`config.mk`:
```
export PLATFORM = sky130hd
export DESIGN_NAME = sdf_frame_builder
export DESIGN_NICKNAME = d
export VERILOG_FILES = /design/src/core/sdf_pkg.sv /design/src/core/sdf_core_if.sv /design/src/core/sdf_id_check.sv /design/src/core/sdf_edc_crc.sv /design/src/core/sdf_frame_builder.sv
export SDC_FILE = /design/constraint.sdc
export NUM_CORES = 1
export LEC_CHECK = 0
export BUFFER_PORTS_ARGS = -buffer_cell sky130_fd_sc_hd__clkbuf_2
export CORE_MARGIN = 2
export CORE_UTILIZATION = 40
export CTS_CLUSTER_SIZE = 24
export DETAILED_ROUTE_END_ITERATION = 8
export GPL_TIMING_DRIVEN = 0
export HOLD_SLACK_MARGIN = 0.08
export PLACE_DENSITY = 0.66
export SLEW_MARGIN = 40
export SYNTH_ARGS = -nofsm -noshare
export SYNTH_HDL_FRONTEND = slang
export SYNTH_HIERARCHICAL = 1
export SYNTH_SLANG_ARGS = --single-unit
export TNS_END_PERCENT = 10
```
`constraint.sdc`:
```
create_clock -name ref_clk -period 4.5 [get_ports ref_clk]
set_input_delay 0.225 -clock ref_clk [delete_from_list [all_inputs] [get_ports ref_clk]]
set_output_delay 0.225 -clock ref_clk [all_outputs]
set_load 0.01 [all_outputs]
```
`src/core/sdf_pkg.sv`:
```
package sdf_pkg;
  // Frame geometry
  localparam int unsigned SDF_FRAME_BYTES = 2064;
  localparam logic [3:0] SDF_LAST_ROW = 4'hb;
  localparam logic [7:0] SDF_LAST_COL = 8'hab;
  localparam logic [7:0] SDF_HEAD_LAST_COL = 8'h0b;
  localparam logic [7:0] SDF_USER_LAST_COL_END = 8'ha7;
  localparam logic [7:0] SDF_EDC_FIRST_COL = 8'ha8;
  // Header columns inside row zero
  localparam logic [7:0] SDF_COL_ID_LAST = 8'h03;
  localparam logic [7:0] SDF_COL_CHECK_HI = 8'h04;
  localparam logic [7:0] SDF_COL_CHECK_LO = 8'h05;
  localparam logic [7:0] SDF_COL_RSV_FIRST = 8'h06;
  // Fixed sector information bits 31..28: format, tracking, reflectivity, reserved
  localparam logic [3:0] SDF_INFO_FIXED = 4'h2;
  // Field polynomial low byte and the two check generator coefficients
  localparam logic [7:0] SDF_GF_POLY = 8'h1d;
  localparam logic [7:0] SDF_GE_C1 = 8'h03;
  localparam logic [7:0] SDF_GE_C0 = 8'h02;
  // Frame check word generator without the x^32 term
  localparam logic [31:0] SDF_EDC_POLY = 32'h8000_0011;
  // Register byte offsets
  localparam logic [7:0] SDF_REG_CTRL = 8'h00;
  localparam logic [7:0] SDF_REG_SECTOR_NUM = 8'h04;
  localparam logic [7:0] SDF_REG_SECTOR_INFO = 8'h08;
  localparam logic [7:0] SDF_REG_RSV_HI = 8'h0c;
  localparam logic [7:0] SDF_REG_RSV_LO = 8'h10;
  localparam logic [7:0] SDF_REG_STATUS = 8'h14;
  localparam logic [7:0] SDF_REG_FRAMES = 8'h18;
  localparam logic [7:0] SDF_REG_LAST_EDC = 8'h1c;
  // Bus responses
  localparam logic [1:0] SDF_RESP_OKAY = 2'h0;
  localparam logic [1:0] SDF_RESP_SLVERR = 2'h2;
  typedef enum logic [1:0] {
    SDF_ST_IDLE = 2'b00,
    SDF_ST_HEAD = 2'b01,
    SDF_ST_DATA = 2'b10,
    SDF_ST_EDC = 2'b11
  } sdf_state_t;
endpackage

```
`src/core/sdf_core_if.sv`:
```
interface sdf_core_if;
  import sdf_pkg::*;
  logic [31:0] id_word;
  logic [15:0] check_word;
  logic crc_clear;
  logic crc_step;
  logic [7:0] crc_byte;
  logic [31:0] crc_word;
  modport builder (output id_word, output crc_clear, output crc_step, output crc_byte,
                   input check_word, input crc_word);
  modport check_unit (input id_word, output check_word);
  modport crc_unit (input crc_clear, input crc_step, input crc_byte, output crc_word);
endinterface

```
`src/core/sdf_id_check.sv`:
```
module sdf_id_check import sdf_pkg::*; (
  sdf_core_if.check_unit bus
);
  // Multiply by alpha in the field
  function automatic logic [7:0] sdf_xtime(input logic [7:0] v);
    sdf_xtime = {v[6:0], 1'b0} ^ (v[7] ? SDF_GF_POLY : 8'h00);
  endfunction

  // General field product, shift and add
  function automatic logic [7:0] sdf_gf_mul(input logic [7:0] a, input logic [7:0] b);
    logic [7:0] acc;
    logic [7:0] sh;
    acc = 8'h00;
    sh = a;
    for (int i = 0; i < 8; i++) begin
      if (b[i]) begin
        acc = acc ^ sh;
      end
      sh = sdf_xtime(sh);
    end
    sdf_gf_mul = acc;
  endfunction

  always_comb begin
    logic [7:0] r1;
    logic [7:0] r0;
    logic [7:0] fb;
    r1 = 8'h00;
    r0 = 8'h00;
    fb = 8'h00;
    for (int k = 3; k >= 0; k--) begin
      fb = bus.id_word[k*8 +: 8] ^ r1;
      r1 = r0 ^ sdf_gf_mul(fb, SDF_GE_C1);
      r0 = sdf_gf_mul(fb, SDF_GE_C0);
    end
    bus.check_word = {r1, r0};
  end
endmodule

```
`src/core/sdf_edc_crc.sv`:
```
module sdf_edc_crc import sdf_pkg::*; (
  input wire logic ref_clk,
  input wire logic reset,
  sdf_core_if.crc_unit bus
);
  typedef struct packed {
    logic [31:0] crc;
  } sdf_crc_state_t;

  sdf_crc_state_t r_q;
  sdf_crc_state_t r_d;

  always_comb begin
    logic [31:0] c;
    c = r_q.crc;
    for (int i = 7; i >= 0; i--) begin
      c = {c[30:0], 1'b0} ^ ((c[31] ^ bus.crc_byte[i]) ? SDF_EDC_POLY : 32'h0000_0000);
    end
    r_d = r_q;
    if (bus.crc_clear) begin
      r_d.crc = 32'h0000_0000;
    end else if (bus.crc_step) begin
      r_d.crc = c;
    end
  end

  always_ff @(posedge ref_clk) begin
    if (reset) begin
      r_q <= '0;
    end else begin
      r_q <= r_d;
    end
  end

  assign bus.crc_word = r_q.crc;
endmodule

```
`src/core/sdf_frame_builder.sv`:
```
// What this block does
// - Frame is 2064 bytes, 12 rows of 172
// - Row zero: id, check, reserved, 160 user
// - Middle rows full user; last ends with check
// - User bytes placed strictly in arrival order
// - Identifier four bytes, top byte sent first
// - Low 24 bits carry the sector number
// - Bits 31, 30, 28 always zero
// - Bit 29 always one
// - Bits 27..26 encode the zone
// - Bit 25 marks linking sectors
// - Sector information bits 27..24 emitted as software wrote them, unchecked
// - Two identifier check bytes from RS remainder
// - Check arithmetic over the 0x11d field
// - Reserved bytes zero unless software sets them
// - Frame check word over first 2060 bytes
//
// Design decisions made here: the AXI4-Lite register port and the register offsets.
module sdf_frame_builder import sdf_pkg::*; #(
  parameter int ADDR_W = 8
) (
  input wire logic ref_clk,
  input wire logic reset,
  input wire logic [ADDR_W-1:0] s_axi_awaddr,
  input wire logic s_axi_awvalid,
  output logic s_axi_awready,
  input wire logic [31:0] s_axi_wdata,
  input wire logic [3:0] s_axi_wstrb,
  input wire logic s_axi_wvalid,
  output logic s_axi_wready,
  output logic [1:0] s_axi_bresp,
  output logic s_axi_bvalid,
  input wire logic s_axi_bready,
  input wire logic [ADDR_W-1:0] s_axi_araddr,
  input wire logic s_axi_arvalid,
  output logic s_axi_arready,
  output logic [31:0] s_axi_rdata,
  output logic [1:0] s_axi_rresp,
  output logic s_axi_rvalid,
  input wire logic s_axi_rready,
  input wire logic [7:0] user_data,
  input wire logic user_valid,
  output logic user_ready,
  output logic [7:0] frame_data,
  output logic frame_valid,
  output logic frame_first,
  output logic frame_last,
  input wire logic frame_ready
);
  typedef struct packed {
    sdf_state_t st;
    logic [3:0] row;
    logic [7:0] col;
    logic out_valid;
    logic [7:0] out_data;
    logic out_first;
    logic out_last;
    logic [31:0] id;
    logic [47:0] rsv_lat;
    logic enable;
    logic auto_inc;
    logic [23:0] sec_num;
    logic [3:0] info;
    logic [47:0] reserved_field;
    logic [31:0] frames;
    logic [31:0] last_edc;
    logic aw_have;
    logic [7:0] aw_addr;
    logic w_have;
    logic [31:0] wdata;
    logic [3:0] wstrb;
    logic bvalid;
    logic [1:0] bresp;
    logic rvalid;
    logic [31:0] rdata;
    logic [1:0] rresp;
  } sdf_regs_t;

  sdf_regs_t r_q;
  sdf_regs_t r_d;
  sdf_core_if core ();

  // Top byte index of the 32-bit words and of the six-byte reserved field
  localparam logic [1:0] SDF_WORD_TOP = 2'h3;
  localparam logic [2:0] SDF_RSV_TOP = 3'h5;

  // Byte-enable merge, used by every writable register
  function automatic logic [31:0] sdf_merge(input logic [31:0] old_v, input logic [31:0] new_v,
                                            input logic [3:0] strb);
    logic [31:0] m;
    m = old_v;
    for (int b = 0; b < 4; b++) begin
      if (strb[b]) begin
        m[b*8 +: 8] = new_v[b*8 +: 8];
      end
    end
    sdf_merge = m;
  endfunction

  // Column and row advance after one emitted byte
  function automatic logic [11:0] sdf_advance(input logic [3:0] row, input logic [7:0] col);
    if (col == SDF_LAST_COL) begin
      sdf_advance = {row + 4'h1, 8'h00};
    end else begin
      sdf_advance = {row, col + 8'h01};
    end
  endfunction

  // Byte of a 32-bit word counted from its top; serves identifier and check word
  function automatic logic [7:0] sdf_top_byte(input logic [31:0] w, input logic [1:0] pos);
    sdf_top_byte = w[(SDF_WORD_TOP - pos)*8 +: 8];
  endfunction

  // Word offset of a byte address; writes and reads decode alike
  function automatic logic [7:0] sdf_word_addr(input logic [7:0] a);
    sdf_word_addr = {a[7:2], 2'b00};
  endfunction

  sdf_id_check u_id_check (
    .bus(core.check_unit)
  );

  sdf_edc_crc u_edc_crc (
    .ref_clk(ref_clk),
    .reset(reset),
    .bus(core.crc_unit)
  );

  logic can_load;
  logic [7:0] head_byte;
  logic [7:0] edc_byte;
  logic [7:0] rsv_idx;

  // Output stage may load when empty or being drained this cycle
  assign can_load = !r_q.out_valid || frame_ready;
  // user input only flows during the payload
  assign user_ready = (r_q.st == SDF_ST_DATA) && can_load;
  assign rsv_idx = r_q.col - SDF_COL_RSV_FIRST;
  assign core.id_word = r_q.id;

  // Header byte select for row zero
  always_comb begin
    head_byte = 8'h00;
    if (r_q.col <= SDF_COL_ID_LAST) begin
      head_byte = sdf_top_byte(r_q.id, r_q.col[1:0]);
    end else if (r_q.col == SDF_COL_CHECK_HI) begin
      head_byte = core.check_word[15:8];
    end else if (r_q.col == SDF_COL_CHECK_LO) begin
      head_byte = core.check_word[7:0];
    end else begin
      head_byte = r_q.rsv_lat[(SDF_RSV_TOP - rsv_idx[2:0])*8 +: 8];
    end
  end

  // Check word bytes, most significant first
  assign edc_byte = sdf_top_byte(core.crc_word, r_q.col[1:0]);

  // Next-state logic for framing and the register slave
  always_comb begin
    logic [11:0] adv;
    logic emit;
    adv = sdf_advance(r_q.row, r_q.col);
    emit = 1'b0;
    r_d = r_q;
    core.crc_clear = 1'b0;
    core.crc_step = 1'b0;
    core.crc_byte = 8'h00;

    // Drained output byte leaves the stage
    if (r_q.out_valid && frame_ready) begin
      r_d.out_valid = 1'b0;
    end

    case (r_q.st)
      SDF_ST_IDLE: begin
        // Seed for a new frame; a fresh clear also covers an aborted previous one
        core.crc_clear = 1'b1;
        // Enable is only looked at here, so clearing it never cuts a frame short
        if (r_q.enable && user_valid) begin
          r_d.id = {SDF_INFO_FIXED, r_q.info, r_q.sec_num};
          r_d.rsv_lat = r_q.reserved_field;
          r_d.row = 4'h0;
          r_d.col = 8'h00;
          r_d.st = SDF_ST_HEAD;
        end
      end
      SDF_ST_HEAD: begin
        if (can_load) begin
          emit = 1'b1;
          r_d.out_data = head_byte;
          r_d.out_first = (r_q.col == 8'h00);
          r_d.out_last = 1'b0;
          core.crc_step = 1'b1;
          core.crc_byte = head_byte;
          if (r_q.col == SDF_HEAD_LAST_COL) begin
            r_d.st = SDF_ST_DATA;
          end
        end
      end
      SDF_ST_DATA: begin
        if (can_load && user_valid) begin
          emit = 1'b1;
          r_d.out_data = user_data;
          r_d.out_first = 1'b0;
          r_d.out_last = 1'b0;
          core.crc_step = 1'b1;
          core.crc_byte = user_data;
          if (r_q.row == SDF_LAST_ROW && r_q.col == SDF_USER_LAST_COL_END) begin
            r_d.st = SDF_ST_EDC;
          end
        end
      end
      SDF_ST_EDC: begin
        if (can_load) begin
          emit = 1'b1;
          r_d.out_data = edc_byte;
          r_d.out_first = 1'b0;
          // frame ends at row 11 column 171
          r_d.out_last = (r_q.col == SDF_LAST_COL);
          if (r_q.col == SDF_LAST_COL) begin
            r_d.st = SDF_ST_IDLE;
            r_d.frames = r_q.frames + 32'h0000_0001;
            r_d.last_edc = core.crc_word;
            if (r_q.auto_inc) begin
              r_d.sec_num = r_q.sec_num + 24'h00_0001;
            end
          end
        end
      end
      default: begin
        r_d.st = SDF_ST_IDLE;
      end
    endcase

    if (emit) begin
      r_d.out_valid = 1'b1;
      r_d.row = adv[11:8];
      r_d.col = adv[7:0];
    end

    // Write address and data are captured independently, in either order
    if (s_axi_awvalid && !r_q.aw_have) begin
      r_d.aw_have = 1'b1;
      r_d.aw_addr = 8'(s_axi_awaddr);
    end
    if (s_axi_wvalid && !r_q.w_have) begin
      r_d.w_have = 1'b1;
      r_d.wdata = s_axi_wdata;
      r_d.wstrb = s_axi_wstrb;
    end

    // Register write once both halves are held; software write beats auto increment
    if (r_q.aw_have && r_q.w_have && !r_q.bvalid) begin
      r_d.aw_have = 1'b0;
      r_d.w_have = 1'b0;
      r_d.bvalid = 1'b1;
      r_d.bresp = SDF_RESP_OKAY;
      case (sdf_word_addr(r_q.aw_addr))
        SDF_REG_CTRL: begin
          {r_d.auto_inc, r_d.enable} = 2'(sdf_merge({30'h0, r_q.auto_inc, r_q.enable}, r_q.wdata, r_q.wstrb));
        end
        SDF_REG_SECTOR_NUM: begin
          r_d.sec_num = 24'(sdf_merge({8'h00, r_q.sec_num}, r_q.wdata, r_q.wstrb));
        end
        SDF_REG_SECTOR_INFO: begin
          r_d.info = 4'(sdf_merge({28'h0, r_q.info}, r_q.wdata, r_q.wstrb));
        end
        SDF_REG_RSV_HI: begin
          r_d.reserved_field[47:32] = 16'(sdf_merge({16'h0, r_q.reserved_field[47:32]}, r_q.wdata, r_q.wstrb));
        end
        SDF_REG_RSV_LO: begin
          r_d.reserved_field[31:0] = sdf_merge(r_q.reserved_field[31:0], r_q.wdata, r_q.wstrb);
        end
        SDF_REG_STATUS, SDF_REG_FRAMES, SDF_REG_LAST_EDC: begin
          // Read-only words ignore writes
          r_d.bresp = SDF_RESP_OKAY;
        end
        default: begin
          r_d.bresp = SDF_RESP_SLVERR;
        end
      endcase
    end
    if (r_q.bvalid && s_axi_bready) begin
      r_d.bvalid = 1'b0;
    end

    // Register read, answer registered one cycle after the address is taken
    if (s_axi_arvalid && !r_q.rvalid) begin
      r_d.rvalid = 1'b1;
      r_d.rresp = SDF_RESP_OKAY;
      r_d.rdata = 32'h0000_0000;
      case (sdf_word_addr(8'(s_axi_araddr)))
        SDF_REG_CTRL: r_d.rdata = {30'h0, r_q.auto_inc, r_q.enable};
        SDF_REG_SECTOR_NUM: r_d.rdata = {8'h00, r_q.sec_num};
        SDF_REG_SECTOR_INFO: r_d.rdata = {28'h0, r_q.info};
        SDF_REG_RSV_HI: r_d.rdata = {16'h0, r_q.reserved_field[47:32]};
        SDF_REG_RSV_LO: r_d.rdata = r_q.reserved_field[31:0];
        SDF_REG_STATUS: r_d.rdata = {8'h00, r_q.col, 4'h0, r_q.row, 6'h0, r_q.st};
        SDF_REG_FRAMES: r_d.rdata = r_q.frames;
        SDF_REG_LAST_EDC: r_d.rdata = r_q.last_edc;
        default: r_d.rresp = SDF_RESP_SLVERR;
      endcase
    end
    if (r_q.rvalid && s_axi_rready) begin
      r_d.rvalid = 1'b0;
    end
  end

  always_ff @(posedge ref_clk) begin
    if (reset) begin
      r_q <= '0;
    end else begin
      r_q <= r_d;
    end
  end

  // Bus readies are combinational, valids and data from flops
  assign s_axi_awready = !r_q.aw_have;
  assign s_axi_wready = !r_q.w_have;
  assign s_axi_bvalid = r_q.bvalid;
  assign s_axi_bresp = r_q.bresp;
  assign s_axi_arready = !r_q.rvalid;
  assign s_axi_rvalid = r_q.rvalid;
  assign s_axi_rdata = r_q.rdata;
  assign s_axi_rresp = r_q.rresp;
  assign frame_valid = r_q.out_valid;
  assign frame_data = r_q.out_data;
  assign frame_first = r_q.out_first;
  assign frame_last = r_q.out_last;
endmodule

```
==> results of run 1 <==
## worst reg2reg max path, stage by stage, from the launching register on
cell	delay [ns]
dfxtp_1	0.36
clkbuf_2	0.25
buf_4	0.28
inv_1	0.16
ha_2	0.46
buf_4	0.25
mux2i_1	0.26
o22ai_1	0.11
o21a_1	0.26
o21ai_1	0.27
o21ai_0	0.18
xnor2_2	0.30
xnor2_4	0.18
xnor3_2	0.51
or3_1	0.39
nand4_1	0.07
## synthesized netlist by cell type (all sizes together) (12+ instances only)
library cell / n / area [µm²]
nand2: 414 / 1570
dfxtp: 356 / 7130
a21oi: 211 / 1060
nor2: 152 / 571
clkbuf: 111 / 427
mux2i: 90 / 901
o21ai: 83 / 415
buf: 73 / 474
xnor2: 64 / 632
nand3: 56 / 280
nor3: 30 / 150
a22oi: 28 / 210
nand4: 28 / 190
mux2: 27 / 304
mux4: 25 / 563
a211oi: 20 / 150
inv: 20 / 75.1
xor2: 20 / 190
a221oi: 17 / 149
a31oi: 17 / 106
nor2b: 17 / 106
or3: 17 / 106
xnor3: 16 / 365
nor4: 14 / 93.8
a22o: 13 / 114
and3: 13 / 81.3
ha: 13 / 163
o2bb2ai: 13 / 114
o22ai: 12 / 75.1
## power by group through the flow
stage               Sequential (mW)  Combinational [mW]  Clock, mW
floorplan                      3.31               0.370          0
global placement               3.33               0.542          0
detailed placement             3.33               0.553          0
CTS                            3.26               0.589       3.46
global route                   3.27               0.646       3.59
finish                         3.27               0.600       3.45
## registers in the layout, indices dropped and copies added (netlist names)
signal,flops
frame_last,1
r_q,248
s_axi_rdata,32
frame_data,8
s_axi_rresp,1
frame_valid,1
core.id_word,29
s_axi_bvalid,1
u_edc_crc/bus.crc_word,32
s_axi_bresp,1
s_axi_rvalid,1
frame_first,1
## routing by layer
layer	global-route usage	vias to the layer above	routed length [µm]	part of all wire
li1	-	7742	-	-
met1	0.372	8109	27700	0.42
met2	0.429	868	28500	0.43
met3	0.0487	198	5990	0.091
met4	0.152	2	3780	0.057
met5	0	-	11	0.00017
## layout make-up
cell class              count  share of cell area
multi-input cells        1529               0.461
flip-flops and latches    356               0.339
repair buffers            169              0.0525
clock buffers              51              0.0523
plain buffers             184              0.0434
well taps                 592              0.0352
clock inverters            21              0.0134
inverters                  20             0.00357
## stage by stage
step,instance area (µm²),hold WS (ns),setup TNS [ns],util,instances
4_1_cts,21000,0.0847,0,0.478,2921
3_5_place_dp,19100,0.446,-9.35,0.434,2797
5_1_grt,21100,0.109,0,0.478,2922
3_3_place_gp,19100,0.441,-8.58,0.433,2796
2_1_floorplan,17800,0.361,0,-,2089
6_report,21100,0.109,0,0.478,2922
## cell families (layout without fill, tap and decap cells)
group / Yosys count / count (layout) / share of synthesized area
flip-flops: 356 / 356 / 0.402
adder cells (fa/ha/maj): 13 / 13 / 0.00917
AND/OR/NAND/NOR: 799 / 799 / 0.203
XOR/XNOR: 105 / 105 / 0.0737
other: 1 / 9 / 0.000211
multiplexers: 142 / 142 / 0.0997
buffers and inverters: 204 / 445 / 0.0550
AO/OA/AOI/OAI: 461 / 461 / 0.157
## worst max path at each step
stage / startpoint / to / slack (ns) / cells past startpoint
2_1_floorplan: r_q[318]$_SDFFE_PP0P_ / u_edc_crc/bus.crc_word[31]$_SDFFE_PP0P_ / 0.28 / 15
3_3_place_gp: r_q[318]$_SDFFE_PP0P_ / u_edc_crc/bus.crc_word[31]$_SDFFE_PP0P_ / -1.00 / 15
3_5_place_dp: r_q[318]$_SDFFE_PP0P_ / u_edc_crc/bus.crc_word[31]$_SDFFE_PP0P_ / -1.06 / 15
4_1_cts: r_q[318]$_SDFFE_PP0P_ / u_edc_crc/bus.crc_word[31]$_SDFFE_PP0P_ / 0.06 / 15
5_1_grt: r_q[318]$_SDFFE_PP0P_ / u_edc_crc/bus.crc_word[7]$_SDFFE_PP0P_ / 0.02 / 14
6_report: r_q[318]$_SDFFE_PP0P_ / u_edc_crc/bus.crc_word[31]$_SDFFE_PP0P_ / 0.16 / 15
## cells in the final DEF, fill, tap and decap left out, types with 25 or more instances in the layout
cell type        n
clkbuf_16       39
clkbuf_1       109
dlygate4sd3_1   51
nor3_1          30
mux4_2          25
nand4_1         27
a21oi_1        211
nor2_1         152
a22oi_1         28
buf_4           48
o21ai_0         81
dfxtp_1        356
nand3_1         56
clkbuf_2       119
xnor2_1         58
mux2_2          27
nand2_1        411
mux2i_1         90
## timing repair
| action | in CTS | in global routing |
|---|---|---|
| pin swaps | 1 | 1 |
| endpoints found under the hold margin | 51 | 0 |
| gates resized for setup | 6 | 4 |
| hold buffers | 51 | 0 |
| setup buffers | 1 | 1 |
| endpoints found under the setup margin | 13 | 6 |
==> results.json, run 1 <==
{
  "regArea_um2": 7130,
  "worstReg2RegEnd": "u_edc_crc/bus.crc_word[31]$_SDFFE_PP0P_",
  "ys_types": 75,
  "min_path_cells": 3,
  "cts.clk_slew.worst_paths_ns": 0.07,
  "grt_pass1_vias": 16000,
  "num_vias": 16900,
  "clk_latency_ns": 0.58,
  "hpwl_um": 50600,
  "arrival_ns": 4.86,
  "timing.rr.start": "r_q[318]$_SDFFE_PP0P_",
  "track_usage": 0.279,
  "ys_ff_latch": 356,
  "critPathKind": "reg2reg",
  "nets": 2381,
  "pwr-share-comb": 0.082,
  "wl_per_cell_um": 22.6,
  "maxCapViolCount": 0,
  "hp-start": "user_data[7]",
  "drive_above_1_share": 0.145,
  "cts_tree": "yes",
  "holdPathEnd": "frame_data[7]$_SDFFE_PP0P_",
  "dieArea_um2": 46000,
  "routed_wl_um": 65900,
  "io_pins": 122,
  "cp.required_ns": 5.02,
  "io_buffers": 115,
  "grt_pass1_wl_um": 97900,
  "worst-path-buf-inv": 4,
  "synthCells": 2081,
  "cts_buffer_depth": 3,
  "p_per_area_nw_per_um2": 348,
  "p_total_mw": 7.32,
  "syn_area_per_cell_um2": 8.52,
  "crit_top_cell": "buf_4",
  "switching_share": 0.250,
  "die_h_um": 215,
  "first_pass_iters": 9,
  "endpoint_kind": "flop",
  "area_growth_pct": 18.7,
  "fill_cells": 4243,
  "path_cells": "clkbuf_2 > buf_4 > inv_1 > ha_2 > buf_4 > mux2i_1 > o22ai_1 > o21a_1 > o21ai_1 > o21ai_0 > xnor2_2 > xnor2_4 > xnor3_2 > or3_1 > nand4_1",
  "setup_viol": 0,
  "std_cell_rows": 77,
  "ys_seq_area_frac": 0.402,
  "drcViolationCount": 0,
  "min_path_type": "in2reg",
  "power_leakage_nw": 7.65,
  "cts.sinks": 356,
  "post-route-min-period_ns": 4.34,
  "fmax_mhz": 230,
  "die_w_um": 215,
  "layout_worst_path_cycle_share": 0.965,
  "async_reset_ff_frac": 0,
  "seqPwrFrac": 0.446,
  "max_stage_delay_ns": 0.51,
  "rrSetupSlack_ns": 0.16,
  "worst_pin_slew_ns": 0.954,
  "synth.cell_area_um2": 17700,
  "synth_enable_flop_cells": 0,
  "drtIter0Drc": 1823,
  "outcome": "finished clean",
  "core_area_um2": 44000,
  "vdd.ir_drop.worst_mv": 0.370,
  "routed_via_density": 5.79,
  "ant_nets": 0,
  "synthFlopType": "dfxtp_1",
  "rsz0062_at_grt": "no",
  "rr_worst_depth": 15,
  "maxSlewHeadroom": 0.364,
  "cts_made_buffers": 39,
  "fin_worst_skew_ns": 0.0293,
  "initial_core_util": 0.403,
  "cts_root_buf": "clkbuf_16",
  "ys_warn_count": 6,
  "crit_slowest_cell": "xnor3_2",
  "hold_viol_final": 0,
  "power_switching_mw": 1.83,
  "htreeDepth": 2,
  "gr-total-overflow": 0,
  "grt_max_degree": 15,
  "slew_violations": 0,
  "clock_power_share": 0.472,
  "critPathMaxFanout": 10,
  "multi_input_area_um2": 9710,
  "grt_antenna_before_repair": 3,
  "diodes": 0,
  "dpl_worst_slack_ns": -1.06,
  "layout_setup_ws_ns": 0.158,
  "p_int_mw": 5.49,
  "crit_family": "XOR/XNOR gates",
  "gp_congestion": 1.00,
  "worstSetupStartpointType": "flop"
}
No activity file was read; power rests on OpenSTA's default activity.
==> inputs of run 2 (changes only) <==
--- a/config.mk
+++ b/config.mk
@@ -6,14 +6,15 @@
 export NUM_CORES = 1
 export LEC_CHECK = 0
 export BUFFER_PORTS_ARGS = -buffer_cell sky130_fd_sc_hd__clkbuf_2
+export CELL_PAD_IN_SITES_DETAIL_PLACEMENT = 1
+export CELL_PAD_IN_SITES_GLOBAL_PLACEMENT = 1
 export CORE_MARGIN = 2
 export CORE_UTILIZATION = 40
 export CTS_CLUSTER_SIZE = 24
 export DETAILED_ROUTE_END_ITERATION = 8
 export GPL_TIMING_DRIVEN = 0
 export HOLD_SLACK_MARGIN = 0.08
-export PLACE_DENSITY = 0.66
-export SLEW_MARGIN = 40
+export PLACE_DENSITY = 0.8
 export SYNTH_ARGS = -nofsm -noshare
 export SYNTH_HDL_FRONTEND = slang
 export SYNTH_HIERARCHICAL = 1
==> run 2 against run 1 <==
  * Power increased by 0.80%
  * Register-to-register slack about the same
  * Clock-buffer cell count increased by 3
  * Critical endpoint unchanged
  * Highest routed layer is now met4
==> results.json, run 2 (synthesized netlist as in run 1, its figures left out) <==
{
  "arrival_ns": 4.86,
  "grt_max_degree": 14,
  "clk_latency_ns": 0.59,
  "io_buffers": 115,
  "final_cell_mix": "nand2_1, dfxtp_1, a21oi_1, nor2_1, clkbuf_2",
  "cp.depth": 16,
  "routed_wl_um": 73200,
  "cts_made_buffers": 40,
  "layout_worst_path_cycle_share": 0.963,
  "layout_setup_ws_ns": 0.167,
  "die_h_um": 215,
  "htreeDepth": 2,
  "setup_viol": 0,
  "wl_per_cell_um": 25.0,
  "largest_register_ffs": 248,
  "p_total_mw": 7.38,
  "fmax_mhz": 231,
  "crit_top_cell": "buf_4",
  "place_inst": 2797,
  "dpl_worst_slack_ns": -1.18,
  "hold_viol_final": 0,
  "cts.sinks": 356,
  "vdd.ir_drop.worst_mv": 0.263,
  "min_path_cells": 3,
  "cts.clk_slew.worst_paths_ns": 0.07,
  "min_path_type": "in2reg",
  "cts_root_buf": "clkbuf_16",
  "whs_ns": 0.0858,
  "crit_slowest_cell": "xnor3_2",
  "maxCapViolCount": 0,
  "rsz0062_at_grt": "yes",
  "worst_pin_slew_ns": 1.44,
  "p_per_area_nw_per_um2": 351,
  "largest_register": "r_q",
  "gp_congestion": 0.993,
  "grt_pass1_vias": 17600,
  "maxSlewHeadroom": 0.0284,
  "track_usage": 0.314,
  "initial_core_util": 0.403,
  "routed_via_density": 5.84,
  "outcome": "finished clean",
  "num_vias": 17100,
  "utilization": 0.478,
  "layoutNonFillerInstCount": 2923,
  "hpwl_um": 55700,
  "fill_cells": 5215,
  "std_cell_rows": 77,
  "worstSetupStartpointType": "flop",
  "path_cells": "clkbuf_4 > clkbuf_8 > inv_1 > ha_2 > buf_4 > mux2i_1 > o22ai_1 > o21a_1 > o21ai_1 > o21ai_0 > xnor2_2 > buf_4 > xnor2_4 > xnor3_2 > or3_1 > nand4_1",
  "rr_worst_depth": 16,
  "crit_family": "buffers and inverters",
  "grt_pass1_wl_um": 110000,
  "cts_buffer_depth": 3,
  "placed_area_um2": 19100,
  "area_growth_pct": 18.6,
  "critPathKind": "reg2reg",
  "cts_tree": "yes",
  "drtIter0Drc": 1511,
  "drive_above_1_share": 0.144,
  "fin_worst_skew_ns": 0.0247,
  "die_w_um": 215,
  "power_leakage_nw": 7.65,
  "core_area_um2": 44000,
  "ant_nets": 0,
  "grt_antenna_before_repair": 1,
  "gr-total-overflow": 0,
  "max_stage_delay_ns": 0.52,
  "design_area_um2": 21000,
  "slew_violations": 0,
  "cp.required_ns": 5.03,
  "endpoint_kind": "flop",
  "first_pass_iters": 5,
  "drcViolationCount": 0,
  "worst-path-buf-inv": 5,
  "setup_tns_ns": 0,
  "nets": 2381,
  "io_pins": 122,
  "critPathMaxFanout": 10,
  "dieArea_um2": 46000,
  "post-route-min-period_ns": 4.33,
  "final_common_cell": "nand2_1"
}
-- run 2: worst register-to-register path: stages (launching register included) --
cell and delay (ns):
dfxtp_1 0.35, clkbuf_4 0.24, clkbuf_8 0.23, inv_1 0.14
ha_2 0.43, buf_4 0.25, mux2i_1 0.24, o22ai_1 0.15
o21a_1 0.24, o21ai_1 0.29, o21ai_0 0.21, xnor2_2 0.17
buf_4 0.17, xnor2_4 0.20, xnor3_2 0.52, or3_1 0.39
nand4_1 0.07
-- run 2: worst paths after layout --
check | startpoint | end | slack (ns)
worst max-delay path | r_q[318]$_SDFFE_PP0P_ | u_edc_crc/bus.crc_word[31]$_SDFFE_PP0P_ | 0.17
worst min-delay path | user_data[6] | frame_data[6]$_SDFFE_PP0P_ | 0.09
worst max register to register | r_q[318]$_SDFFE_PP0P_ | u_edc_crc/bus.crc_word[31]$_SDFFE_PP0P_ | 0.17
worst min register to register | r_q[227]$_SDFFE_PP0P_ | r_q[227]$_SDFFE_PP0P_ | 0.46
-- run 2: what timing repair did --
item / 4_1_cts / 5_1_grt
endpoints found under the hold margin: 51 / 0
pin swaps: 2 / 1
gates resized for setup: 8 / 8
hold buffers: 51 / 0
setup buffers: 2 / 0
endpoints found under the setup margin: 13 / 6
-- run 2: metal layers --
layer | vias up | wire [µm] | track usage
met5 | - | 0 | 0
met3 | 168 | 4780 | 0.0489
li1 | 7723 | - | -
met4 | 0 | 4010 | 0.154
met2 | 663 | 33000 | 0.502
met1 | 8519 | 31400 | 0.414
-- run 2: layout make-up --
| cell class | count | area (µm²) | share of cell area |
|---|---|---|---|
| repair buffers | 169 | 1110 | 0.0527 |
| flip-flops and latches | 356 | 7130 | 0.339 |
| well taps | 592 | 741 | 0.0352 |
| inverters | 20 | 75.1 | 0.00357 |
| clock buffers | 54 | 1140 | 0.0543 |
| plain buffers | 183 | 915 | 0.0435 |
| diodes | 1 | 2.50 | 0.000119 |
| multi-input cells | 1529 | 9700 | 0.461 |
| clock inverters | 19 | 230 | 0.0109 |
-- run 2: where the power goes --
| group | total, mW | internal [mW] | switching (mW) | leakage, nW |
|---|---|---|---|---|
| clock network | 3.49 | 2.03 | 1.46 | 0.681 |
| logic | 0.619 | 0.249 | 0.370 | 4.09 |
| registers | 3.27 | 3.21 | 0.0644 | 2.88 |
